<file path="config.mk">
export PLATFORM = sky130hd
export DESIGN_NAME = uarf_rx_address_filter
export DESIGN_NICKNAME = d
export VERILOG_FILES = /design/src/rtl/uarf_rx_address_filter.v
export VERILOG_INCLUDE_DIRS = /design/src /design/src/rtl
export SDC_FILE = /design/constraint.sdc
export NUM_CORES = 1
export LEC_CHECK = 0
export BUFFER_PORTS_ARGS = -buffer_cell sky130_fd_sc_hd__buf_2
export CAP_MARGIN = 20
export CORE_MARGIN = 5
export CORE_UTILIZATION = 45
export DETAILED_ROUTE_END_ITERATION = 10
export PLACE_DENSITY = 0.69
export SETUP_SLACK_MARGIN = 0.1
export SYNTH_ARGS = -nofsm -noshare
export SYNTH_HDL_FRONTEND = slang
export SYNTH_SLANG_ARGS = --single-unit
</file>
<file path="constraint.sdc">
create_clock -name clk_i -period 4.23 [get_ports clk_i]
set_input_delay 0.846 -clock clk_i [delete_from_list [all_inputs] [get_ports clk_i]]
set_output_delay 0.846 -clock clk_i [all_outputs]
set_load 0.005 [all_outputs]
</file>
<file path="src/rtl/uarf_defines.vh">
// register offsets, field positions, reset values and encodings of the receive address filter
`ifndef UARF_DEFINES_VH
`define UARF_DEFINES_VH

`define UARF_ADDR_W 4
`define UARF_OFS_CTRL 4'h0
`define UARF_OFS_SLAVE_ADDRESS 4'h1
`define UARF_OFS_SMASK 4'h2
`define UARF_OFS_BUF 4'h3
`define UARF_OFS_STAT 4'h4
`define UARF_OFS_BCAST 4'h5

`define UARF_CTRL_MODE_LSB 0
`define UARF_CTRL_MODE_MSB 1
`define UARF_CTRL_MPE_BIT 2

`define UARF_STAT_RXC_BIT 0
`define UARF_STAT_NINTH_BIT 1

`define UARF_MODE_SHIFT 2'h0
`define UARF_MODE_ASYNC8 2'h1
`define UARF_MODE_NINE_FIX 2'h2
`define UARF_MODE_NINE_VAR 2'h3

`define UARF_CTRL_RST 8'h00
`define UARF_SLAVE_ADDRESS_RST 8'h00
`define UARF_SMASK_RST 8'h00
`define UARF_BUF_RST 8'h00

`endif

</file>
<file path="src/rtl/uarf_rx_address_filter.v">
// receive-side multiprocessor address filter of a serial port
//
// Implementation choices: the placing of the registers and the strobed register port.
`timescale 1ns/1ns
`include "uarf_defines.vh"

module uarf_rx_address_filter (
	input wire clk_i, // 250 MHz clock
	input wire nrst_i, // asynchronous reset, active low
	input wire [3:0] addr_i, // register address
	input wire [7:0] wdata_i, // register write data
	input wire wr_i, // write strobe
	input wire rd_i, // read strobe
	output reg [7:0] rdata_o, // read data, one cycle after rd_i
	input wire frame_valid_i, // one-cycle pulse: frame shifter finished a frame
	input wire [7:0] frame_data_i, // eight data bits of the frame
	input wire frame_bit9_i, // ninth bit in modes 2/3, stop bit in mode 1
	output reg [1:0] mode_o, // serial mode for the frame shifter
	output reg [7:0] serial_buffer_o, // received byte
	output reg rx_ninth_bit_o, // received ninth bit
	output reg rx_complete_flag_o, // receive-complete flag
	output reg rx_load_o // one-cycle pulse: a frame was accepted
);

	reg multiproc_enable_q;
	reg [7:0] slave_address_q;
	reg [7:0] slave_address_mask_q;
	wire given_match;
	wire bcast_match;
	wire [7:0] bcast_addr;
	reg accept;
	wire clr_flag;
	wire write_stat;

	assign given_match = ((frame_data_i ^ slave_address_q) & slave_address_mask_q) == 8'h00;
	assign bcast_addr = slave_address_q | slave_address_mask_q;
	assign bcast_match = ((frame_data_i ^ 8'hff) & bcast_addr) == 8'h00;
	assign write_stat = wr_i && (addr_i == `UARF_OFS_STAT);
	assign clr_flag = write_stat && !wdata_i[`UARF_STAT_RXC_BIT];

	// decide whether the finished frame may be loaded
	always @* begin
		accept = 1'b0;
		if (frame_valid_i && !rx_complete_flag_o) begin
			if (!multiproc_enable_q || mode_o == `UARF_MODE_SHIFT) begin
				accept = 1'b1;
			end else if (mode_o == `UARF_MODE_ASYNC8) begin
				accept = frame_bit9_i;
			end else begin
				// data frames dropped; address frames must hit given or broadcast
				accept = frame_bit9_i && (given_match || bcast_match);
			end
		end
	end

	always @(posedge clk_i or negedge nrst_i) begin
		if (!nrst_i) begin
			mode_o <= `UARF_MODE_SHIFT;
			multiproc_enable_q <= 1'b0;
			slave_address_q <= `UARF_SLAVE_ADDRESS_RST;
			slave_address_mask_q <= `UARF_SMASK_RST;
		end else if (wr_i) begin
			case (addr_i)
				`UARF_OFS_CTRL: begin
					mode_o <= wdata_i[`UARF_CTRL_MODE_MSB:`UARF_CTRL_MODE_LSB];
					multiproc_enable_q <= wdata_i[`UARF_CTRL_MPE_BIT];
				end
				`UARF_OFS_SLAVE_ADDRESS: begin
					slave_address_q <= wdata_i;
				end
				`UARF_OFS_SMASK: begin
					slave_address_mask_q <= wdata_i;
				end
				default: begin
				end
			endcase
		end
	end

	always @(posedge clk_i or negedge nrst_i) begin
		if (!nrst_i) begin
			serial_buffer_o <= `UARF_BUF_RST;
			rx_ninth_bit_o <= 1'b0;
			rx_complete_flag_o <= 1'b0;
			rx_load_o <= 1'b0;
		end else begin
			rx_load_o <= accept;
			if (accept) begin
				serial_buffer_o <= frame_data_i;
				// mode 0 has no ninth bit; modes 1-3 keep stop or ninth bit
				rx_ninth_bit_o <= (mode_o == `UARF_MODE_SHIFT) ? rx_ninth_bit_o : frame_bit9_i;
				rx_complete_flag_o <= 1'b1;
			end else begin
				// an accepted frame wins over a clear in the same cycle
				if (clr_flag) begin
					rx_complete_flag_o <= 1'b0;
				end
			end
		end
	end

	// read port: data stand one cycle after the strobe
	always @(posedge clk_i or negedge nrst_i) begin
		if (!nrst_i) begin
			rdata_o <= 8'h00;
		end else if (rd_i) begin
			case (addr_i)
				`UARF_OFS_CTRL: rdata_o <= {5'h00, multiproc_enable_q, mode_o};
				`UARF_OFS_SLAVE_ADDRESS: rdata_o <= slave_address_q;
				`UARF_OFS_SMASK: rdata_o <= slave_address_mask_q;
				`UARF_OFS_BUF: rdata_o <= serial_buffer_o;
				`UARF_OFS_STAT: rdata_o <= {6'h00, rx_ninth_bit_o, rx_complete_flag_o};
				`UARF_OFS_BCAST: rdata_o <= bcast_addr;
				default: rdata_o <= 8'h00;
			endcase
		end else begin
			rdata_o <= 8'h00;
		end
	end

endmodule

</file>
* Word level (Yosys, flattened, before mapping)
Index checks and enable logic that the tools add are counted.
Widths: inputs -> output; s select.
** Cells by class
- Eq/ne operators :: 6
- Multiplexer cells :: 7
- Bitwise operators :: 6
- Reductions and logical operators :: 18
** Operators by type and width (number)
- $pmux 8 s6 :: 1
- $and 8x8->8 :: 2
- $logic_not 8->1 :: 2
- $eq 4x2->1 const B :: 2
- $eq 4x3->1 const B :: 2
- $mux 8 :: 1
- $not 8->8 :: 1
- $or 8x8->8 :: 1
- $reduce_and 2->1 :: 4
- $xor 8x8->8 :: 1
- $mux 1 :: 5
- $eq 4x1->1 const B :: 1
- $logic_and 1x1->1 :: 4
- $logic_not 4->1 :: 1
- $logic_not 1->1 :: 3
- $eq 2x1->1 const B :: 1
- $logic_not 2->1 :: 1
- $logic_or 1x1->1 :: 2
- $reduce_bool 2->1 :: 1
- $not 1->1 :: 1
** Storage, ports and cells
- Register bits after elaboration :: 38
- Input bits :: 26
- Output and inout port bits :: 21
- Logic and storage cells :: 46

* Longest topological paths before layout
- Word-level depth :: 9
- Gate-level depth with buffers :: 7
- Gate-level depth less buffers :: 5

* Least setup slack after synthesis
No wires, ideal clock.
- Kind :: input to register
- Start :: input port frame_data_i[2]
- End :: register serial_buffer_o[0]
- Library setup time :: 0.125 ns
- Arrival :: 1.916 ns
- Required time :: 4.105 ns
- Setup slack :: 2.189 ns
- Stages :: 6
- Path buffers :: 1
- Cells stage by stage :: xor2_1 a22oi_1 and4_1 o21ba_1 buf_6 mux2_4
** Between the ends
- Word-level cells in the longest chain between the ends :: 8
** RTL lines
- from (decl) :: line uarf_rx_address_filter.v:16 : input wire [7:0] frame_data_i,
- $xor 8x8->8 / $not 8->8 (equally long branches)
- $and 8x8->8 (on tied branches) :: line uarf_rx_address_filter.v:35, uarf_rx_address_filter.v:37
- $logic_not 8->1 (on tied branches) :: line uarf_rx_address_filter.v:35, uarf_rx_address_filter.v:37
- $logic_or 1x1->1 * :: line uarf_rx_address_filter.v:51 : accept = frame_bit9_i && (given_match || bcast_match);
- $logic_and 1x1->1 * :: line uarf_rx_address_filter.v:51
- $mux 1 * :: line uarf_rx_address_filter.v:47 : end else if (mode_o == `UARF_MODE_ASYNC8) begin
- $mux 1 * :: line uarf_rx_address_filter.v:45 : if (!multiproc_enable_q || mode_o == `UARF_MODE_SHIFT) begin
- $mux 1 * :: line uarf_rx_address_filter.v:44 : if (frame_valid_i && !rx_complete_flag_o) begin
- net accept :: line uarf_rx_address_filter.v:31 : reg accept;
- to (signal assigned) :: line uarf_rx_address_filter.v:82 : serial_buffer_o <= `UARF_BUF_RST;
- to (signal assigned) :: line uarf_rx_address_filter.v:89 : serial_buffer_o <= frame_data_i;
- to (decl) :: line uarf_rx_address_filter.v:19 : output reg [7:0] serial_buffer_o,
The timed path passes the listed nets; every way through them passes the cells marked *.
A chain may end at the register's enable or synchronous reset.

* Worst setup path after layout
- Start :: input port frame_data_i[7]
- End :: register serial_buffer_o[4]
** Between the ends
- Word-level cells in the longest chain between the ends :: 8
** RTL lines (line)
- $xor 8x8->8 / $not 8->8 (equally long branches)
- $and 8x8->8 (on tied branches) :: uarf_rx_address_filter.v:35, uarf_rx_address_filter.v:37
- $logic_not 8->1 (on tied branches) :: uarf_rx_address_filter.v:35, uarf_rx_address_filter.v:37
- $logic_or 1x1->1 * :: uarf_rx_address_filter.v:51
- $logic_and 1x1->1 * :: uarf_rx_address_filter.v:51
- $mux 1 * :: uarf_rx_address_filter.v:47
- $mux 1 * :: uarf_rx_address_filter.v:45
- $mux 1 * :: uarf_rx_address_filter.v:44
Every way passes the cells marked *; elsewhere a longest branch is shown, timed or not.

==> results.py <==
metrics = {
    "logic_synthesis": {
        "synth.distinct_cells": 33,
        "syn_inst": 155,
        "syn-cell-area_um2": 1890,
        "ys_ff_latch": 38,
        "yosys_warnings": 0,
        "synth_nets": 181,
        "ys_seq_area_frac": 0.503,
        "syn-mean-instance-area_um2": 12.2,
    },
    "drt": {
        "drc_errors": 0,
        "drt_iter0_drc": 81,
        "drt_wl_total_mm": 4.35,
        "detail-route-antenna-nets": 0,
        "first_pass_iters": 4,
        "avgRoutedWirePerCell_um": 17.3,
        "num_vias": 1404,
        "viasPerCell": 5.59,
    },
    "pwr": {
        "power_density_nw_per_um2": 505,
        "p_comb_frac": 0.297,
        "power.share.sequential": 0.501,
        "p_sw_frac": 0.309,
        "power.share.clock": 0.203,
        "switchingPower_mw": 0.347,
        "leakagePower_nw": 1.06,
        "max-vdd-ir-drop_v": 0.000319,
        "internal-power_mw": 0.775,
    },
    "global_route": {
        "grt_max_degree": 39,
        "grt_remaining_overflow": 0,
        "grt_pass1_vias": 1458,
        "antenna_found_initial": 0,
        "grt_pass1_wl_mm": 7.14,
        "grt_usage": 0.171,
    },
    "worst_setup_path": {
        "critical_path.startpoint": "frame_data_i[7]",
        "cp_data_arrival_time_ns": 2.45,
        "path_max_fanout": 9,
        "rr_startpoint": "slave_address_q[7]",
        "cp.buffers_inverters": 1,
        "cp_top_family": "compound AO/OA/AOI/OAI gates",
        "cp-end-kind": "flop",
        "crit_required_ns": 4.40,
        "worstSetupStartpointType": "input port",
        "crit_slowest_cell": "o21ba_1",
        "crit_type": "input port to flop",
        "path_cells": "buf_2 > xor2_1 > a22oi_1 > and4_1 > o21ba_1 > mux2_4",
        "slowest_delay_ns": 0.53,
    },
    "clocking": {
        "clk_transition_reported_paths_ns": 0.06,
        "cts_tree": "built",
        "clk_latency_ns": 0.28,
        "ctsHoldBuffers": 0,
        "clock_sinks": 38,
        "cts_buffers": 5,
        "root_buffer": "clkbuf_8",
        "cts_buffer_depth": 2,
        "cts-htree-levels": 2,
        "post_cts_buffers": 0,
        "cts_resized": 0,
    },
    "finish": {
        "layout_common_cells": "46 x buf_2, 38 x dfrtp_1, 21 x mux2_2, 12 x nor2_1, 10 x a22oi_1",
        "area_growth_pct": 17.5,
        "multi_input_area_um2": 895,
        "final_layout_size_suffix_gt1_frac": 0.408,
        "final_common_cell": "buf_2",
        "seqCellArea_um2": 951,
        "diodes": 0,
        "fillCellCount": 377,
        "nets": 227,
    },
    "floorplanning": {
        "row_count": 23,
        "die-area_um2": 5600,
        "initial_core_util": 0.470,
        "die_h_um": 74.8,
        "core_um2": 4030,
        "boundaryPins": 47,
        "die_w_um": 74.8,
    },
    "sta": {
        "max_slew_margin": 0.453,
        "hold-worst-slack_ns": 0.541,
        "finClkSkew_ns": 0.00334,
        "rsz0062_at_grt": "no",
        "slew_viol_final": 0,
        "period_share": 0.541,
        "finalHoldViolCount": 0,
        "period_needed_ns": 2.29,
        "tightest_slew_ns": 0.821,
        "finalSetupViolations": 0,
        "setup_tns_ns": 0,
        "fmax_mhz": 437,
    },
    "min_path": {
        "hold_path_class": "flop to flop",
        "holdCritStartpoint": "serial_buffer_o[3]",
    },
    "placement": {
        "post-dp-hpwl_mm": 3.41,
        "place_congestion": 0.859,
        "io_buffers": 46,
    },
    "run_status": {
        "status": "finished, final reports clean",
    },
    "run": {
        "maxCapViolCount": 0,
    },
}
==> logic make-up after synthesis <==
logic type / synth area share
flip-flops: 0.503
XOR/XNOR: 0.0370
AO/OA/AOI/OAI: 0.159
multiplexers: 0.199
AND/OR/NAND/NOR: 0.0774
buffers and inverters: 0.0245
==> stage by stage <==
stage / cells / setup slack (ns) / util / power, mW / instance area, µm²
2_1_floorplan: 155 / 2.19 / - / 0.764 / 1890
3_3_place_gp: 244 / 1.67 / 0.533 / 0.886 / 2150
3_5_place_dp: 244 / 1.63 / 0.533 / 0.902 / 2150
4_1_cts: 251 / 1.92 / 0.552 / 1.13 / 2220
5_1_grt: 251 / 1.87 / 0.552 / 1.19 / 2220
6_report: 251 / 1.94 / 0.552 / 1.12 / 2220
==> registers in the layout, indices dropped and copies added, names as in the netlist <==
name / cells
mode_o: 2
multiproc_enable_q: 1
rdata_o: 8
rx_complete_flag_o: 1
rx_load_o: 1
rx_ninth_bit_o: 1
serial_buffer_o: 8
slave_address_mask_q: 8
slave_address_q: 8
==> routing by layer <==
| metal | track usage | routed length, µm | vias up |
|---|---|---|---|
| li1 | - | - | 669 |
| met1 | 0.221 | 1950 | 687 |
| met2 | 0.278 | 2130 | 41 |
| met3 | 0.0454 | 211 | 7 |
| met4 | 0.0573 | 55 | 0 |
| met5 | 0 | 0 | - |
==> layout make-up <==
type | count | share of cell area
inverter | 2 | 0.00338
multi-input combinational | 108 | 0.403
clock buffer | 7 | 0.0343
tap | 50 | 0.0282
sequential | 38 | 0.428
timing repair buffer | 46 | 0.104
==> power groups by stage <==
| stage | Combinational (mW) | Sequential, mW | Clock (mW) |
|---|---|---|---|
| after detailed placement | 0.337 | 0.565 | 0 |
| after global routing | 0.367 | 0.575 | 0.249 |
| after floorplan | 0.220 | 0.544 | 0 |
| final | 0.333 | 0.562 | 0.227 |
| after CTS | 0.338 | 0.559 | 0.230 |
| after global placement | 0.328 | 0.559 | 0 |
==> path summary, 6_finish.rpt <==
| path | to | depth (start not counted) | slack, ns |
|---|---|---|---|
| worst min register to register | serial_buffer_o[3] | 1 | 0.54 |
| worst max-delay path | serial_buffer_o[4] | 6 | 1.94 |
| max in group asynchronous | slave_address_q[0] | 1 | 3.06 |
| worst min-delay path | serial_buffer_o[3] | 1 | 0.54 |
| worst max register to register | serial_buffer_o[4] | 5 | 2.19 |
| min in group asynchronous | slave_address_q[1] | 1 | 0.66 |
==> cell usage after synthesis <==
master | count | area, µm²
clkbuf_1 | 2 | 7.51
o211ai_1 | 2 | 15.0
o21bai_1 | 6 | 45.0
a32oi_1 | 1 | 8.76
o21ai_0 | 2 | 10.0
a211oi_1 | 1 | 7.51
a21o_1 | 2 | 15.0
and3_1 | 1 | 6.26
nand3_1 | 2 | 10.0
nand2_1 | 5 | 18.8
nand4b_1 | 1 | 8.76
dfrtp_1 | 38 | 951
o31ai_1 | 3 | 22.5
nand3b_1 | 2 | 15.0
nor3b_1 | 2 | 15.0
a31oi_1 | 1 | 6.26
buf_2 | 4 | 20.0
a2bb2oi_1 | 3 | 26.3
inv_1 | 2 | 7.51
o2111ai_1 | 2 | 17.5
buf_6 | 1 | 11.3
mux2_2 | 21 | 236
mux2i_1 | 2 | 20.0
o21ba_1 | 1 | 10.0
o221a_2 | 2 | 22.5
nor2b_1 | 2 | 12.5
xor2_1 | 8 | 70.1
a21oi_1 | 4 | 20.0
or3_1 | 1 | 6.26
mux2_4 | 8 | 120
nor2_1 | 12 | 45.0
and4_1 | 1 | 8.76
a22oi_1 | 10 | 75.1
Note: power is estimated with default switching activity, not from simulation.
